File: src/core/aspcm_pkg.sv
// Purpose: Shared constants and helpers for the serial audio port.
// Assumes: 200 MHz system clock; register port indexed by word.
// Notes:   Rate and frame helpers are used by the port, which feeds the step to its clock unit.
package aspcm_pkg;

    localparam int unsigned CLK_HZ     = 200_000_000;
    localparam int unsigned SAMPLE_W   = 16;
    localparam int unsigned I2S_HALF   = 16;
    localparam int unsigned I2S_FRAME  = 32;
    localparam int unsigned PCM_DATA   = 16;
    localparam int unsigned RATE_8K    = 8_000;
    localparam int unsigned RATE_16K   = 16_000;
    localparam int unsigned RATE_48K   = 48_000;

    ////////////////////////////////////////////////////////////////////////////////
    // Register map (word index on the register port)
    localparam logic [3:0] REG_CTRL    = 4'h0;
    localparam logic [3:0] REG_STATUS  = 4'h1;
    localparam logic [3:0] REG_TX_L    = 4'h2;
    localparam logic [3:0] REG_TX_R    = 4'h3;
    localparam logic [3:0] REG_RX_L    = 4'h4;
    localparam logic [3:0] REG_RX_R    = 4'h5;

    // Control fields
    localparam int unsigned CTRL_EN     = 0;
    localparam int unsigned CTRL_MASTER = 1;
    localparam int unsigned CTRL_PCM    = 2;
    localparam int unsigned CTRL_SYNC2  = 3;
    localparam int unsigned CTRL_RATE   = 4;
    localparam logic [5:0]  CTRL_RST    = 6'h00;

    // Status fields
    localparam int unsigned STAT_RX_L_NEW  = 0;
    localparam int unsigned STAT_RX_R_NEW  = 1;
    localparam int unsigned STAT_TX_L_USED = 2;
    localparam int unsigned STAT_TX_R_USED = 3;
    localparam int unsigned STAT_WA        = 4;

    localparam logic [15:0] SAMPLE_RST = 16'h0000;
    localparam logic [4:0]  CNT_RST    = 5'h00;
    localparam logic [4:0]  CNT_MAX    = 5'h1F;

    typedef enum logic [1:0]
    {
        ASPCM_RATE_8K  = 2'h0,
        ASPCM_RATE_16K = 2'h1,
        ASPCM_RATE_48K = 2'h2
    } aspcm_rate_t;

    // Index of the last bit clock in one frame for the chosen mode (frame length minus one)
    function automatic logic [4:0] frame_len(input logic pcm, input logic sync2);
        logic [5:0] len;
        len = pcm ? 6'(PCM_DATA + 1 + int'(sync2)) : 6'(I2S_FRAME);
        frame_len = len[4:0] - 5'h01;
    endfunction

    // Half bit periods per second; the clock unit accumulates this against CLK_HZ
    function automatic logic [31:0] nco_step(input logic [1:0] rate, input logic pcm,
                                             input logic sync2);
        int unsigned fs;
        int unsigned len;
        case (rate)
            ASPCM_RATE_16K: fs = RATE_16K;
            ASPCM_RATE_48K: fs = RATE_48K;
            default:        fs = RATE_8K;
        endcase
        len      = pcm ? PCM_DATA + 1 + int'(sync2) : I2S_FRAME;
        nco_step = 32'(2 * len * fs);
    endfunction

endpackage

File: src/core/aspcm_link_clk.sv
// Purpose: Bit clock source (master) or bit clock sampler (slave).
// Assumes: Step input is below CLK_HZ; slave clock far slower than i_mclk.
// Notes:   Gives one-cycle pulses on each rising and falling bit clock edge.
`timescale 1ns/1ps

module aspcm_link_clk
    import aspcm_pkg::*;
(
    input  wire logic        i_mclk,
    input  wire logic        i_sys_rst,
    input  wire logic        i_enable,
    input  wire logic        i_master,
    input  wire logic [31:0] i_step,
    input  wire logic        i_bclk_pin,
    output logic             o_bclk,
    output logic             o_rise,
    output logic             o_fall
);

    logic [31:0] acc_q;
    logic [31:0] acc_d;
    logic        bclk_q;
    logic        sync1_q;
    logic        sync2_q;
    logic        sync3_q;
    logic        rise_q;
    logic        fall_q;

    ////////////////////////////////////////////////////////////////////////////////
    // Fractional accumulator keeps the long-run rate exact even though
    // 200 MHz is not a whole multiple of the bit clock; edges jitter by 5 ns.
    wire [32:0] acc_sum  = {1'b0, acc_q} + {1'b0, i_step};
    wire        nco_wrap = (acc_sum >= 33'(CLK_HZ));
    wire        run_m    = i_enable && i_master;
    wire        tog_m    = run_m && nco_wrap;
    wire        edge_s   = i_enable && !i_master && (sync2_q != sync3_q);

    assign acc_d = nco_wrap ? 32'(acc_sum - 33'(CLK_HZ)) : acc_sum[31:0];

    always_ff @(posedge i_mclk)
    begin
        if (i_sys_rst)
        begin
            acc_q   <= '0;
            bclk_q  <= 1'b0;
            sync1_q <= 1'b0;
            sync2_q <= 1'b0;
            sync3_q <= 1'b0;
            rise_q  <= 1'b0;
            fall_q  <= 1'b0;
        end
        else
        begin
            sync1_q <= i_bclk_pin;
            sync2_q <= sync1_q;
            sync3_q <= sync2_q;
            acc_q   <= run_m ? acc_d : '0;
            bclk_q  <= run_m ? (bclk_q ^ nco_wrap) : 1'b0;
            rise_q  <= (tog_m && !bclk_q) || (edge_s && sync2_q);
            fall_q  <= (tog_m && bclk_q) || (edge_s && !sync2_q);
        end
    end

    assign o_bclk = bclk_q;
    assign o_rise = rise_q;
    assign o_fall = fall_q;

endmodule

File: src/core/aspcm_port.sv
// Purpose: Four-wire serial audio port, stereo or pulse-sync framing.
// Assumes: Register port master holds strobes one cycle, never both at once.
// Notes:   Data changes on bit clock falling edges and is sampled on rising.
//
// The implementer's own choices: the address-and-strobe port and the register addresses.
`timescale 1ns/1ps

module aspcm_port
    import aspcm_pkg::*;
(
    input  wire logic        i_mclk,
    input  wire logic        i_sys_rst,
    input  wire logic [3:0]  i_addr,
    input  wire logic [31:0] i_wdata,
    input  wire logic        i_wr,
    input  wire logic        i_rd,
    output logic      [31:0] o_rdata,
    output logic             o_pulse_mode_data_out,
    input  wire logic        i_pulse_mode_data_in,
    input  wire logic        i_pulse_mode_clock_i,
    output logic             o_pulse_mode_clock_o,
    output logic             o_pulse_mode_clock_oe,
    input  wire logic        i_audio_word_align_i,
    output logic             o_audio_word_align_o,
    output logic             o_audio_word_align_oe,
    output logic             o_audio_port_zero_pulse_naming
);

    logic [5:0]  ctrl_q;
    logic [15:0] tx_l_q;
    logic [15:0] tx_r_q;
    logic [15:0] sh_l_q;
    logic [15:0] sh_r_q;
    logic [15:0] rx_l_q;
    logic [15:0] rx_r_q;
    logic [15:0] shift_q;
    logic [3:0]  flag_q;
    logic [4:0]  cnt_q;
    logic [4:0]  pos_q;
    logic        wa_q;
    logic        wa_prev_q;
    logic        dout_q;
    logic        wa_oe_q;
    logic        clk_oe_q;
    logic [31:0] rdata_q;
    logic        wa1_q;
    logic        wa2_q;
    logic        din1_q;
    logic        din2_q;
    logic        bclk;
    logic        b_rise;
    logic        b_fall;

    ////////////////////////////////////////////////////////////////////////////////
    // Control decode
    wire        en     = ctrl_q[CTRL_EN];
    wire        master = ctrl_q[CTRL_MASTER];
    wire        pcm    = ctrl_q[CTRL_PCM];
    wire        sync2  = ctrl_q[CTRL_SYNC2];
    wire [1:0]  rate   = ctrl_q[CTRL_RATE +: 2];
    wire [31:0] step   = nco_step(rate, pcm, sync2);
    wire [4:0]  last   = frame_len(pcm, sync2);

    wire wr_ctrl = i_wr && (i_addr == REG_CTRL);
    wire wr_tx_l = i_wr && (i_addr == REG_TX_L);
    wire wr_tx_r = i_wr && (i_addr == REG_TX_R);
    wire rd_rx_l = i_rd && (i_addr == REG_RX_L);
    wire rd_rx_r = i_rd && (i_addr == REG_RX_R);

    aspcm_link_clk u_clk
    (
        .i_mclk     (i_mclk),
        .i_sys_rst  (i_sys_rst),
        .i_enable   (en),
        .i_master   (master),
        .i_step     (step),
        .i_bclk_pin (i_pulse_mode_clock_i),
        .o_bclk     (bclk),
        .o_rise     (b_rise),
        .o_fall     (b_fall)
    );

    ////////////////////////////////////////////////////////////////////////////////
    // Master alignment generator, advanced on falling bit clock edges
    wire [4:0] pos_n   = ((pos_q == last) || (pos_q == CNT_MAX)) ? CNT_RST : pos_q + 5'h01;
    wire [4:0] hi_len  = pcm ? (sync2 ? 5'h02 : 5'h01) : 5'(I2S_HALF);
    wire       wa_n    = (pos_n < hi_len);

    // Alignment as seen at a rising edge: own register or synchronised pin
    wire       wa_bit  = master ? wa_q : wa2_q;
    wire       wa_chg  = (wa_bit != wa_prev_q);
    wire [4:0] cnt_n   = wa_chg ? CNT_RST : ((cnt_q == CNT_MAX) ? cnt_q : cnt_q + 5'h01);

    ////////////////////////////////////////////////////////////////////////////////
    // Receive: stereo fills left while alignment is high, right while low;
    // pulse mode takes the sixteen bits that follow the sync pulse.
    wire        cap_ok  = (cnt_n < 5'(SAMPLE_W)) && (!pcm || !wa_bit);
    wire        cap_end = cap_ok && (cnt_n == 5'(SAMPLE_W - 1));
    wire [15:0] shift_n = {shift_q[14:0], din2_q};
    wire        cap_l   = cap_end && (pcm || wa_bit);
    wire        cap_r   = cap_end && !pcm && !wa_bit;

    ////////////////////////////////////////////////////////////////////////////////
    // Transmit: decide the next bit from the state seen at the last rising edge.
    // Pulse mode keeps the MSB on the line through the sync so a two-clock
    // pulse needs no lookahead.
    wire [4:0] nxt     = cnt_q + 5'h01;
    wire       i2s_new = !pcm && (cnt_q == 5'(SAMPLE_W - 1));
    wire       load_l  = pcm ? wa_prev_q : (i2s_new && !wa_prev_q);
    wire       load_r  = i2s_new && wa_prev_q;
    wire       use_l   = pcm || wa_prev_q;
    wire [15:0] cur    = use_l ? sh_l_q : sh_r_q;
    wire       in_word = (nxt < 5'(SAMPLE_W));
    wire       bit_n   = load_l ? tx_l_q[SAMPLE_W-1] :
                         load_r ? tx_r_q[SAMPLE_W-1] :
                         in_word ? cur[4'hF - nxt[3:0]] : 1'b0;

    ////////////////////////////////////////////////////////////////////////////////
    // Register port
    wire [31:0] stat_w = {27'h0, wa_bit, flag_q};
    wire [31:0] rd_mux = (i_addr == REG_CTRL)   ? {26'h0, ctrl_q} :
                         (i_addr == REG_STATUS) ? stat_w :
                         (i_addr == REG_TX_L)   ? {16'h0, tx_l_q} :
                         (i_addr == REG_TX_R)   ? {16'h0, tx_r_q} :
                         (i_addr == REG_RX_L)   ? {16'h0, rx_l_q} :
                         (i_addr == REG_RX_R)   ? {16'h0, rx_r_q} : 32'h0;

    // Hardware set wins over the software clear in the same cycle
    wire rise_on = en && b_rise;
    wire fall_on = en && b_fall;
    wire [3:0] f_set = {fall_on && load_r, fall_on && load_l,
                        rise_on && cap_r,  rise_on && cap_l};
    wire [3:0] f_clr = {wr_tx_r, wr_tx_l, rd_rx_r, rd_rx_l};

    always_ff @(posedge i_mclk)
    begin
        if (i_sys_rst)
        begin
            ctrl_q  <= CTRL_RST;
            tx_l_q  <= SAMPLE_RST;
            tx_r_q  <= SAMPLE_RST;
            flag_q  <= '0;
            rdata_q <= '0;
        end
        else
        begin
            if (wr_ctrl)
                ctrl_q <= i_wdata[5:0];
            if (wr_tx_l)
                tx_l_q <= i_wdata[15:0];
            if (wr_tx_r)
                tx_r_q <= i_wdata[15:0];
            flag_q  <= f_set | (flag_q & ~f_clr);
            rdata_q <= i_rd ? rd_mux : 32'h0;
        end
    end

    ////////////////////////////////////////////////////////////////////////////////
    // Pin synchronisers
    always_ff @(posedge i_mclk)
    begin
        if (i_sys_rst)
        begin
            wa1_q  <= 1'b0;
            wa2_q  <= 1'b0;
            din1_q <= 1'b0;
            din2_q <= 1'b0;
        end
        else
        begin
            wa1_q  <= i_audio_word_align_i;
            wa2_q  <= wa1_q;
            din1_q <= i_pulse_mode_data_in;
            din2_q <= din1_q;
        end
    end

    ////////////////////////////////////////////////////////////////////////////////
    // Framing engine
    always_ff @(posedge i_mclk)
    begin
        if (i_sys_rst || !en)
        begin
            // Parked on the top count so the first falling edge opens a full slot
            pos_q     <= CNT_MAX;
            wa_q      <= 1'b0;
            cnt_q     <= CNT_RST;
            wa_prev_q <= 1'b0;
            shift_q   <= SAMPLE_RST;
            dout_q    <= 1'b0;
        end
        else
        begin
            if (b_fall && master)
            begin
                pos_q <= pos_n;
                wa_q  <= wa_n;
            end
            if (b_rise)
            begin
                cnt_q     <= cnt_n;
                wa_prev_q <= wa_bit;
                if (cap_ok)
                    shift_q <= shift_n;
            end
            if (b_fall)
                dout_q <= bit_n;
        end
    end

    always_ff @(posedge i_mclk)
    begin
        if (i_sys_rst)
        begin
            sh_l_q   <= SAMPLE_RST;
            sh_r_q   <= SAMPLE_RST;
            rx_l_q   <= SAMPLE_RST;
            rx_r_q   <= SAMPLE_RST;
            wa_oe_q  <= 1'b0;
            clk_oe_q <= 1'b0;
        end
        else
        begin
            if (fall_on && load_l)
                sh_l_q <= tx_l_q;
            if (fall_on && load_r)
                sh_r_q <= tx_r_q;
            if (rise_on && cap_l)
                rx_l_q <= shift_n;
            if (rise_on && cap_r)
                rx_r_q <= shift_n;
            // Drive the shared lines only as an enabled master
            wa_oe_q  <= en && master;
            clk_oe_q <= en && master;
        end
    end

    assign o_rdata                        = rdata_q;
    assign o_pulse_mode_data_out          = dout_q;
    assign o_pulse_mode_clock_o           = bclk;
    assign o_pulse_mode_clock_oe          = clk_oe_q;
    assign o_audio_word_align_o           = wa_q;
    assign o_audio_word_align_oe          = wa_oe_q;
    assign o_audio_port_zero_pulse_naming = ctrl_q[CTRL_PCM];

endmodule

File: config.mk
export PLATFORM = sky130hd
export DESIGN_NAME = aspcm_port
export DESIGN_NICKNAME = d
export VERILOG_FILES = /design/src/core/aspcm_pkg.sv /design/src/core/aspcm_link_clk.sv /design/src/core/aspcm_port.sv
export SDC_FILE = /design/constraint.sdc
export NUM_CORES = 1
export LEC_CHECK = 0
export CORE_UTILIZATION = 64
export CTS_CLUSTER_DIAMETER = 50
export DETAILED_ROUTE_END_ITERATION = 12
export DONT_BUFFER_PORTS = 1
export PLACE_DENSITY = 0.8
export SETUP_SLACK_MARGIN = 0.3
export SKIP_CTS_REPAIR_TIMING = 1
export SYNTH_ARGS = -nofsm -noshare
export SYNTH_HDL_FRONTEND = slang
export SYNTH_SLANG_ARGS = --single-unit
File: constraint.sdc
create_clock -name i_mclk -period 9.9 [get_ports i_mclk]
set_input_delay 1.98 -clock i_mclk [delete_from_list [all_inputs] [get_ports i_mclk]]
set_output_delay 1.98 -clock i_mclk [all_outputs]
set_load 0.03 [all_outputs]
[After elaboration in Yosys (flattened, before gate mapping)]
Index checks and enable logic that the tools add are counted.
Storage, ports and cells
  bits in registers: 209
  input bits: 43
  word-level logic and storage cells: 133
Operators by class
  add/subtract/negate cells: 7
  multiply operators: 1
  order comparisons: 5
  equal/unequal tests: 14
  mux-type cells: 23
  bitwise logic cells: 6
  reduce and logical (&&, ||, !) cells: 48
Operators by type and width (number)
  two-way mux 16 bit: 5
  adder 32 x 32 -> 33 bit: 1
  greater-or-equal comparator 33 x 28 -> 1 bit (second input constant): 1
  multiplier 31 x 32 -> 31 bit: 1
  two-way mux 32 bit: 1
  case mux 16 bit (2 select lines): 1
  subtractor 32 x 28 -> 32 bit (second input constant): 1
  logical AND 1 bit: 28
  two-way mux 5 bit: 5
  two-way mux 6 bit: 3
  adder 5 x 1 -> 5 bit (second input constant): 2
  equality test 5 x 4 -> 1 bit (second input constant): 2
  equality test 5 bit (second input constant): 2
  less-than comparator 5 bit (second input constant): 2
  equality test 4 x 2 -> 1 bit (second input constant): 2
  equality test 4 x 3 -> 1 bit (second input constant): 2
  logical NOT 1 bit: 7
  logical OR 1 bit: 7
  OR reduction 7 bit: 1
  adder 5 x 1 -> 6 bit (first input constant): 1
  two-way mux 1 bit: 6
  equality test 5 bit: 1
  less-than comparator 4 x 5 -> 1 bit (second input constant): 1
  less-than comparator 5 bit: 1
  other kinds (17): 20

[Logic depth before layout (Yosys ltp)]
  depth after elaboration: 10
  gate-level depth with buffers: 33
  depth with buffers taken out: 30

[By module]
Synthesis repeated with hierarchy kept, for this count alone.
Second synthesis, totals
  cells, all modules: 1437
  area total of the unflattened synthesis: 12054.1 µm²
Modules (own cells, without submodules)
  aspcm_port: instances 1, cells an instance 887, area each 7832.5 µm²
  aspcm_link_clk: instances 1, cells an instance 550, area each 4221.5 µm²

[Least setup slack after synthesis]
Ideal clock, no wire load.
  path type: reg-to-reg
  start point: reg ctrl_q[2]
  end point: reg u_clk.acc_q[29]
  library setup time: 0.070 ns
  arrival time: 7.085 ns
  data required time: 9.830 ns
  slack: 2.745 ns
  cell stages (with the launch flop): 33
  buffers on the path: 2
  clock period less this slack: 7.155 ns
  path through: dfxtp_1 clkinv_1 nor2_1 inv_1 nor2_1 ha_1 fa_1 inv_1 fa_1 inv_1 ha_1 inv_1 o21bai_1 a21oi_1 nor2b_1 o21a_1 o21ai_0 nand2b_1 a21oi_1 xor2_1 ha_1 clkbuf_1 a21o_1 a21o_1 a221oi_1 o41ai_4 xor2_2 nand4_2 or3_4 and3_1 buf_6 or4_1 a21oi_1
Between the ends
  cells in the longest elaborated chain, start to end: 5
  elaborated cells between the ends (all ways): 6
RTL lines
  from (decl): RTL line aspcm_port.sv:29  | logic [5:0] ctrl_q;
  from (signal assigned): RTL line aspcm_port.sv:148  | ctrl_q <= i_wdata[5:0];
  two-way mux 6 bit *: RTL line aspcm_pkg.sv:67  | len = pcm ? PCM_DATA + 1 + int'(sync2) : I2S_FRAME;
  multiplier 31 x 32 -> 31 bit *: RTL line aspcm_pkg.sv:68  | nco_step = 32'(2 * len * fs);
  adder 32 x 32 -> 33 bit *: RTL line aspcm_link_clk.sv:32  | wire [32:0] acc_sum = {1'b0, acc_q} + {1'b0, i_step};
  subtractor 32 x 28 -> 32 bit or greater-or-equal comparator 33 x 28 -> 1 bit (tied branches): RTL line aspcm_link_clk.sv:38, aspcm_link_clk.sv:33
  two-way mux 32 bit *: RTL line aspcm_link_clk.sv:38  | assign acc_d = nco_wrap ? 32'(acc_sum - 33'(CLK_HZ)) : acc_sum[31:0];
  to (signal assigned): RTL line aspcm_link_clk.sv:57  | acc_q <= run_m ? acc_d : '0;
  to (decl): RTL line aspcm_link_clk.sv:20  | logic [31:0] acc_q;
Every way passes the cells marked *; elsewhere a longest branch is shown, timed or not.
A chain may end at the register's enable or synchronous reset.

[Worst setup path in the final report]
  start point: reg ctrl_q[2]
  end point: reg u_clk.acc_q[15]
Same word-level chain as after synthesis.

==> qor_table.md <==
| Parameter | Reported |
| --- | --- |
| Design Area, Final | 11100 um2 |
| Die area | 16800 um2 |
| Critical path's slowest cell | sky130_fd_sc_hd__fa_1 |
| Reg2reg setup slack | 2020 ps |
| Worst-path clk slew | 80 ps |
| Total of fill cells in the finished design | 1335 |
| Overall via count from detail_route | 9068 |
| Uppermost layer routed | met4 |
| Startpoint Class | flip-flop |
| Crit path max fanout | 16 |
| Number of buffers added on ports | 0 |
| TritonCTS clock tree | built |
| Number of core rows | 46 |
| Area delta synth->final | 5.97% |
| RSZ-0062 raised after global routing | false |
| Sort of element at the end of the critical path | flip-flop |
| Final antenna diode count | 0 |
| Area of the placeable core | 15900 um2 |
| CP peak stage delay | 530 ps |
| Run status | finished, final reports clean |
| Syn Area/Cell | 8.13 um2 |
| Class of the most critical hold timing path | reg -> reg |
| Required time at the endpoint of the critical path | 10230 ps |
| Worst-skew pair later-pin latency | 440 ps |
| Maximum clock skew at final layout | 9.94 ps |
| Headroom to the max-slew limit | 20.2% |
| Logic depth of the worst register-to-register path | 27 |
| VDD IR-drop max | 0.000118 V |
| Sum Neg Setup Slack | 0 ps |
| Class of the most critical setup path | reg -> reg |
| Maximum number of buffers from clock root to sink | 2 |
| Most numerous cell types in the synthesized netlist | 229 x sky130_fd_sc_hd__nand2_1, 186 x sky130_fd_sc_hd__dfxtp_1, 151 x sky130_fd_sc_hd__a21oi_1 |
| DRT met1 WL | 11000 um |
| Met2 WL | 12400 um |
| Commonest register cell after synthesis | sky130_fd_sc_hd__dfxtp_1 |
| Height of the die | 130 um |
| Via/cell ratio | 6.18 |
| Part of the Yosys area used for sequential elements | 35.6% |
| Yosys top cell by area | sky130_fd_sc_hd__dfxtp_1 |
| First-pass detailed-route iteration total | 5 |
| Post-route minimum period | 7880 ps |
| Worst Tran Pin Value | 1190 ps |
| FFs w/ async S/R, synth | 0% |
| Number of hold violations in the final report | 0 |
| Number of DRC markers in iteration 0 | 869 |
| Post-route clock period utilization | 79.5% |
| Die width | 130 um |
| Number of levels in the clock H-tree | 4 |
| Hold Crit Depth | 1 |
| Reg2reg end | u_clk.acc_q[15] |
| Summed instance area of the synthesized netlist | 10500 um2 |
| Via count of the first global-routing pass | 8257 |
| Tot Pwr | 1.51 mW |
| Cts bufs inserted | 17 |
| Nets | 1351 |
| Met3 layer wire length in the routed design | 1510 um |
| GP Congestion | 0.928 |
| Worst EP arrival | 8200 ps |
| Post-place instance area | 10500 um2 |
| Final routed wirelength across all metal layers | 25700 um |
| Mean routed wirelength per cell | 17.5 um |
| Number of library cell types mapped by synthesis | 70 |
| Ranking of synthesized cells by area | sky130_fd_sc_hd__dfxtp_1 36%, sky130_fd_sc_hd__nand2_1 8.2%, sky130_fd_sc_hd__ha_1 7.5% |
| Max Freq | 0.127 GHz |
| Power per standard cell area | 137 nW/um2 |
| Global router's overall resource usage | 31.0% |
| Count of unresolved DRC violations after routing | 0 |
| Flops & latches, synth | 186 |
| Startpoint of the tightest hold check path | wa1_q |
| Count of flip-flops with a built-in enable after synthesis | 0 |
| Remaining antenna violation count after routing | 0 |
| Wire length of the first global-routing pass | 40800 um |
| Dominant cell type by count on the critical path | sky130_fd_sc_hd__a21oi_1 |
| Initial Utilization | 65.8% |
| Max-slew violations | 0 |
| Proportion of layout cells with a drive suffix above 1 | 6.39% |
| Max-cap violations | 0 |
| Pin count of the biggest net entering global routing | 117 |
| Total of endpoints with negative setup slack in the final report | 0 |
| Static leakage | 4.53 nW |
| Yosys warning total | 0 |
| Endpoint, Worst Hold | wa2_q |
| Number of antenna violations at the first check in global routing | 0 |
| Overflow left after global routing | 0 |
| CTS Root Buffer Type | sky130_fd_sc_hd__clkbuf_16 |
| Synthesized instance count | 1285 |
| Fraction of post-synthesis cell area in the top cell type by area | 35.6% |
| Source of the worst register-to-register timing path | ctrl_q[2] |
| Total half-perimeter wirelength after legalization and detailed placement | 18000 um |
| TritonCTS sink count | 186 |
| Number of placed I/O pins | 81 |
| Library cell with the highest instance count after synthesis | sky130_fd_sc_hd__nand2_1 |
==> worst max path at each step <==
stage / slack, ps / startpoint / to / cells past startpoint
2_1_floorplan: 2740 / ctrl_q[2] / u_clk.acc_q[29] / 32
3_3_place_gp: 2300 / ctrl_q[2] / u_clk.acc_q[15] / 30
3_5_place_dp: 2150 / ctrl_q[2] / u_clk.acc_q[15] / 31
4_1_cts: 2130 / ctrl_q[2] / u_clk.acc_q[15] / 31
5_1_grt: 1430 / ctrl_q[2] / u_clk.acc_q[15] / 27
6_report: 2020 / ctrl_q[2] / u_clk.acc_q[15] / 27
==> where the power goes <==
group,switching [mW],internal (mW),leakage (nW)
sequential,0.00392,0.751,1.50
combinational,0.0445,0.0206,2.73
clock,0.348,0.346,0.299
total,0.396,1.12,4.53
==> routing by layer <==
layer | track usage [%] | vias up
met5 | 0 | -
met4 | 12.7 | 0
met3 | 5.49 | 54
met2 | 52.1 | 305
met1 | 39.4 | 4348
li1 | - | 4361
==> cell type report <==
class	count	area, um2	area share (%)
Inverter	49	184	1.66
Clock buffer	17	425	3.84
Timing Repair Buffer	10	75.1	0.678
Sequential cell	186	3720	33.6
Tap cell	216	270	2.44
Multi-Input combinational cell	974	6210	56.1
Clock inverter	15	189	1.71
==> per-stage QoR <==
step	hold WS [ps]	setup WS [ps]	util, %	cells
after floorplan	414	2740	-	1302
after global placement	425	2300	65.9	1435
after detailed placement	424	2150	65.9	1435
after CTS	442	2130	69.7	1467
after global routing	468	1430	69.7	1467
final	441	2020	69.7	1467
==> registers in the layout (all words and copies together) (netlist names), 4 cells and up <==
register     cells
tx_r_q          16
ctrl_q           6
u_clk.acc_q     25
rx_l_q          16
flag_q           4
tx_l_q          16
o_rdata         16
rx_r_q          16
shift_q         15
cnt_q            5
pos_q            5
sh_l_q          16
sh_r_q          16
==> placed cells by master (no fill, tap or decap), types with 10 or more instances in the layout <==
cell type and count:
sky130_fd_sc_hd__xor2_1 13, sky130_fd_sc_hd__nand3_1 28, sky130_fd_sc_hd__a22o_1 13, sky130_fd_sc_hd__a222oi_1 10
sky130_fd_sc_hd__mux2i_1 39, sky130_fd_sc_hd__dfxtp_1 186, sky130_fd_sc_hd__xnor2_1 25, sky130_fd_sc_hd__buf_4 10
sky130_fd_sc_hd__nor2_1 115, sky130_fd_sc_hd__conb_1 19, sky130_fd_sc_hd__mux4_2 10, sky130_fd_sc_hd__nand2_1 229
sky130_fd_sc_hd__a31oi_1 12, sky130_fd_sc_hd__inv_1 48, sky130_fd_sc_hd__nor2b_1 21, sky130_fd_sc_hd__a21o_1 16
sky130_fd_sc_hd__and3_1 12, sky130_fd_sc_hd__a21oi_1 151, sky130_fd_sc_hd__ha_1 63, sky130_fd_sc_hd__nand4_1 10
sky130_fd_sc_hd__clkbuf_16 17, sky130_fd_sc_hd__o21ai_0 21
==> logic make-up after synthesis <==
family / share of synthesized area, %
AO/OA/AOI/OAI: 19.3
XOR/XNOR: 3.34
adder cells (fa/ha/maj): 8.88
buffers and inverters: 5.81
flip-flops: 35.6
multiplexers: 6.43
other: 0.0718
AND/OR/NAND/NOR: 20.6
==> critical path: cells and delay by family, from the launching register on <==
kind / cells / cell delay, ps
AND/OR/NAND/NOR: 9 / 2830
adder cells (fa/ha/maj): 5 / 2040
AO/OA/AOI/OAI: 7 / 1330
XOR/XNOR: 2 / 620
buffers and inverters: 4 / 590
flip-flops: 1 / 330
Note: power is estimated with default switching activity, not from simulation.
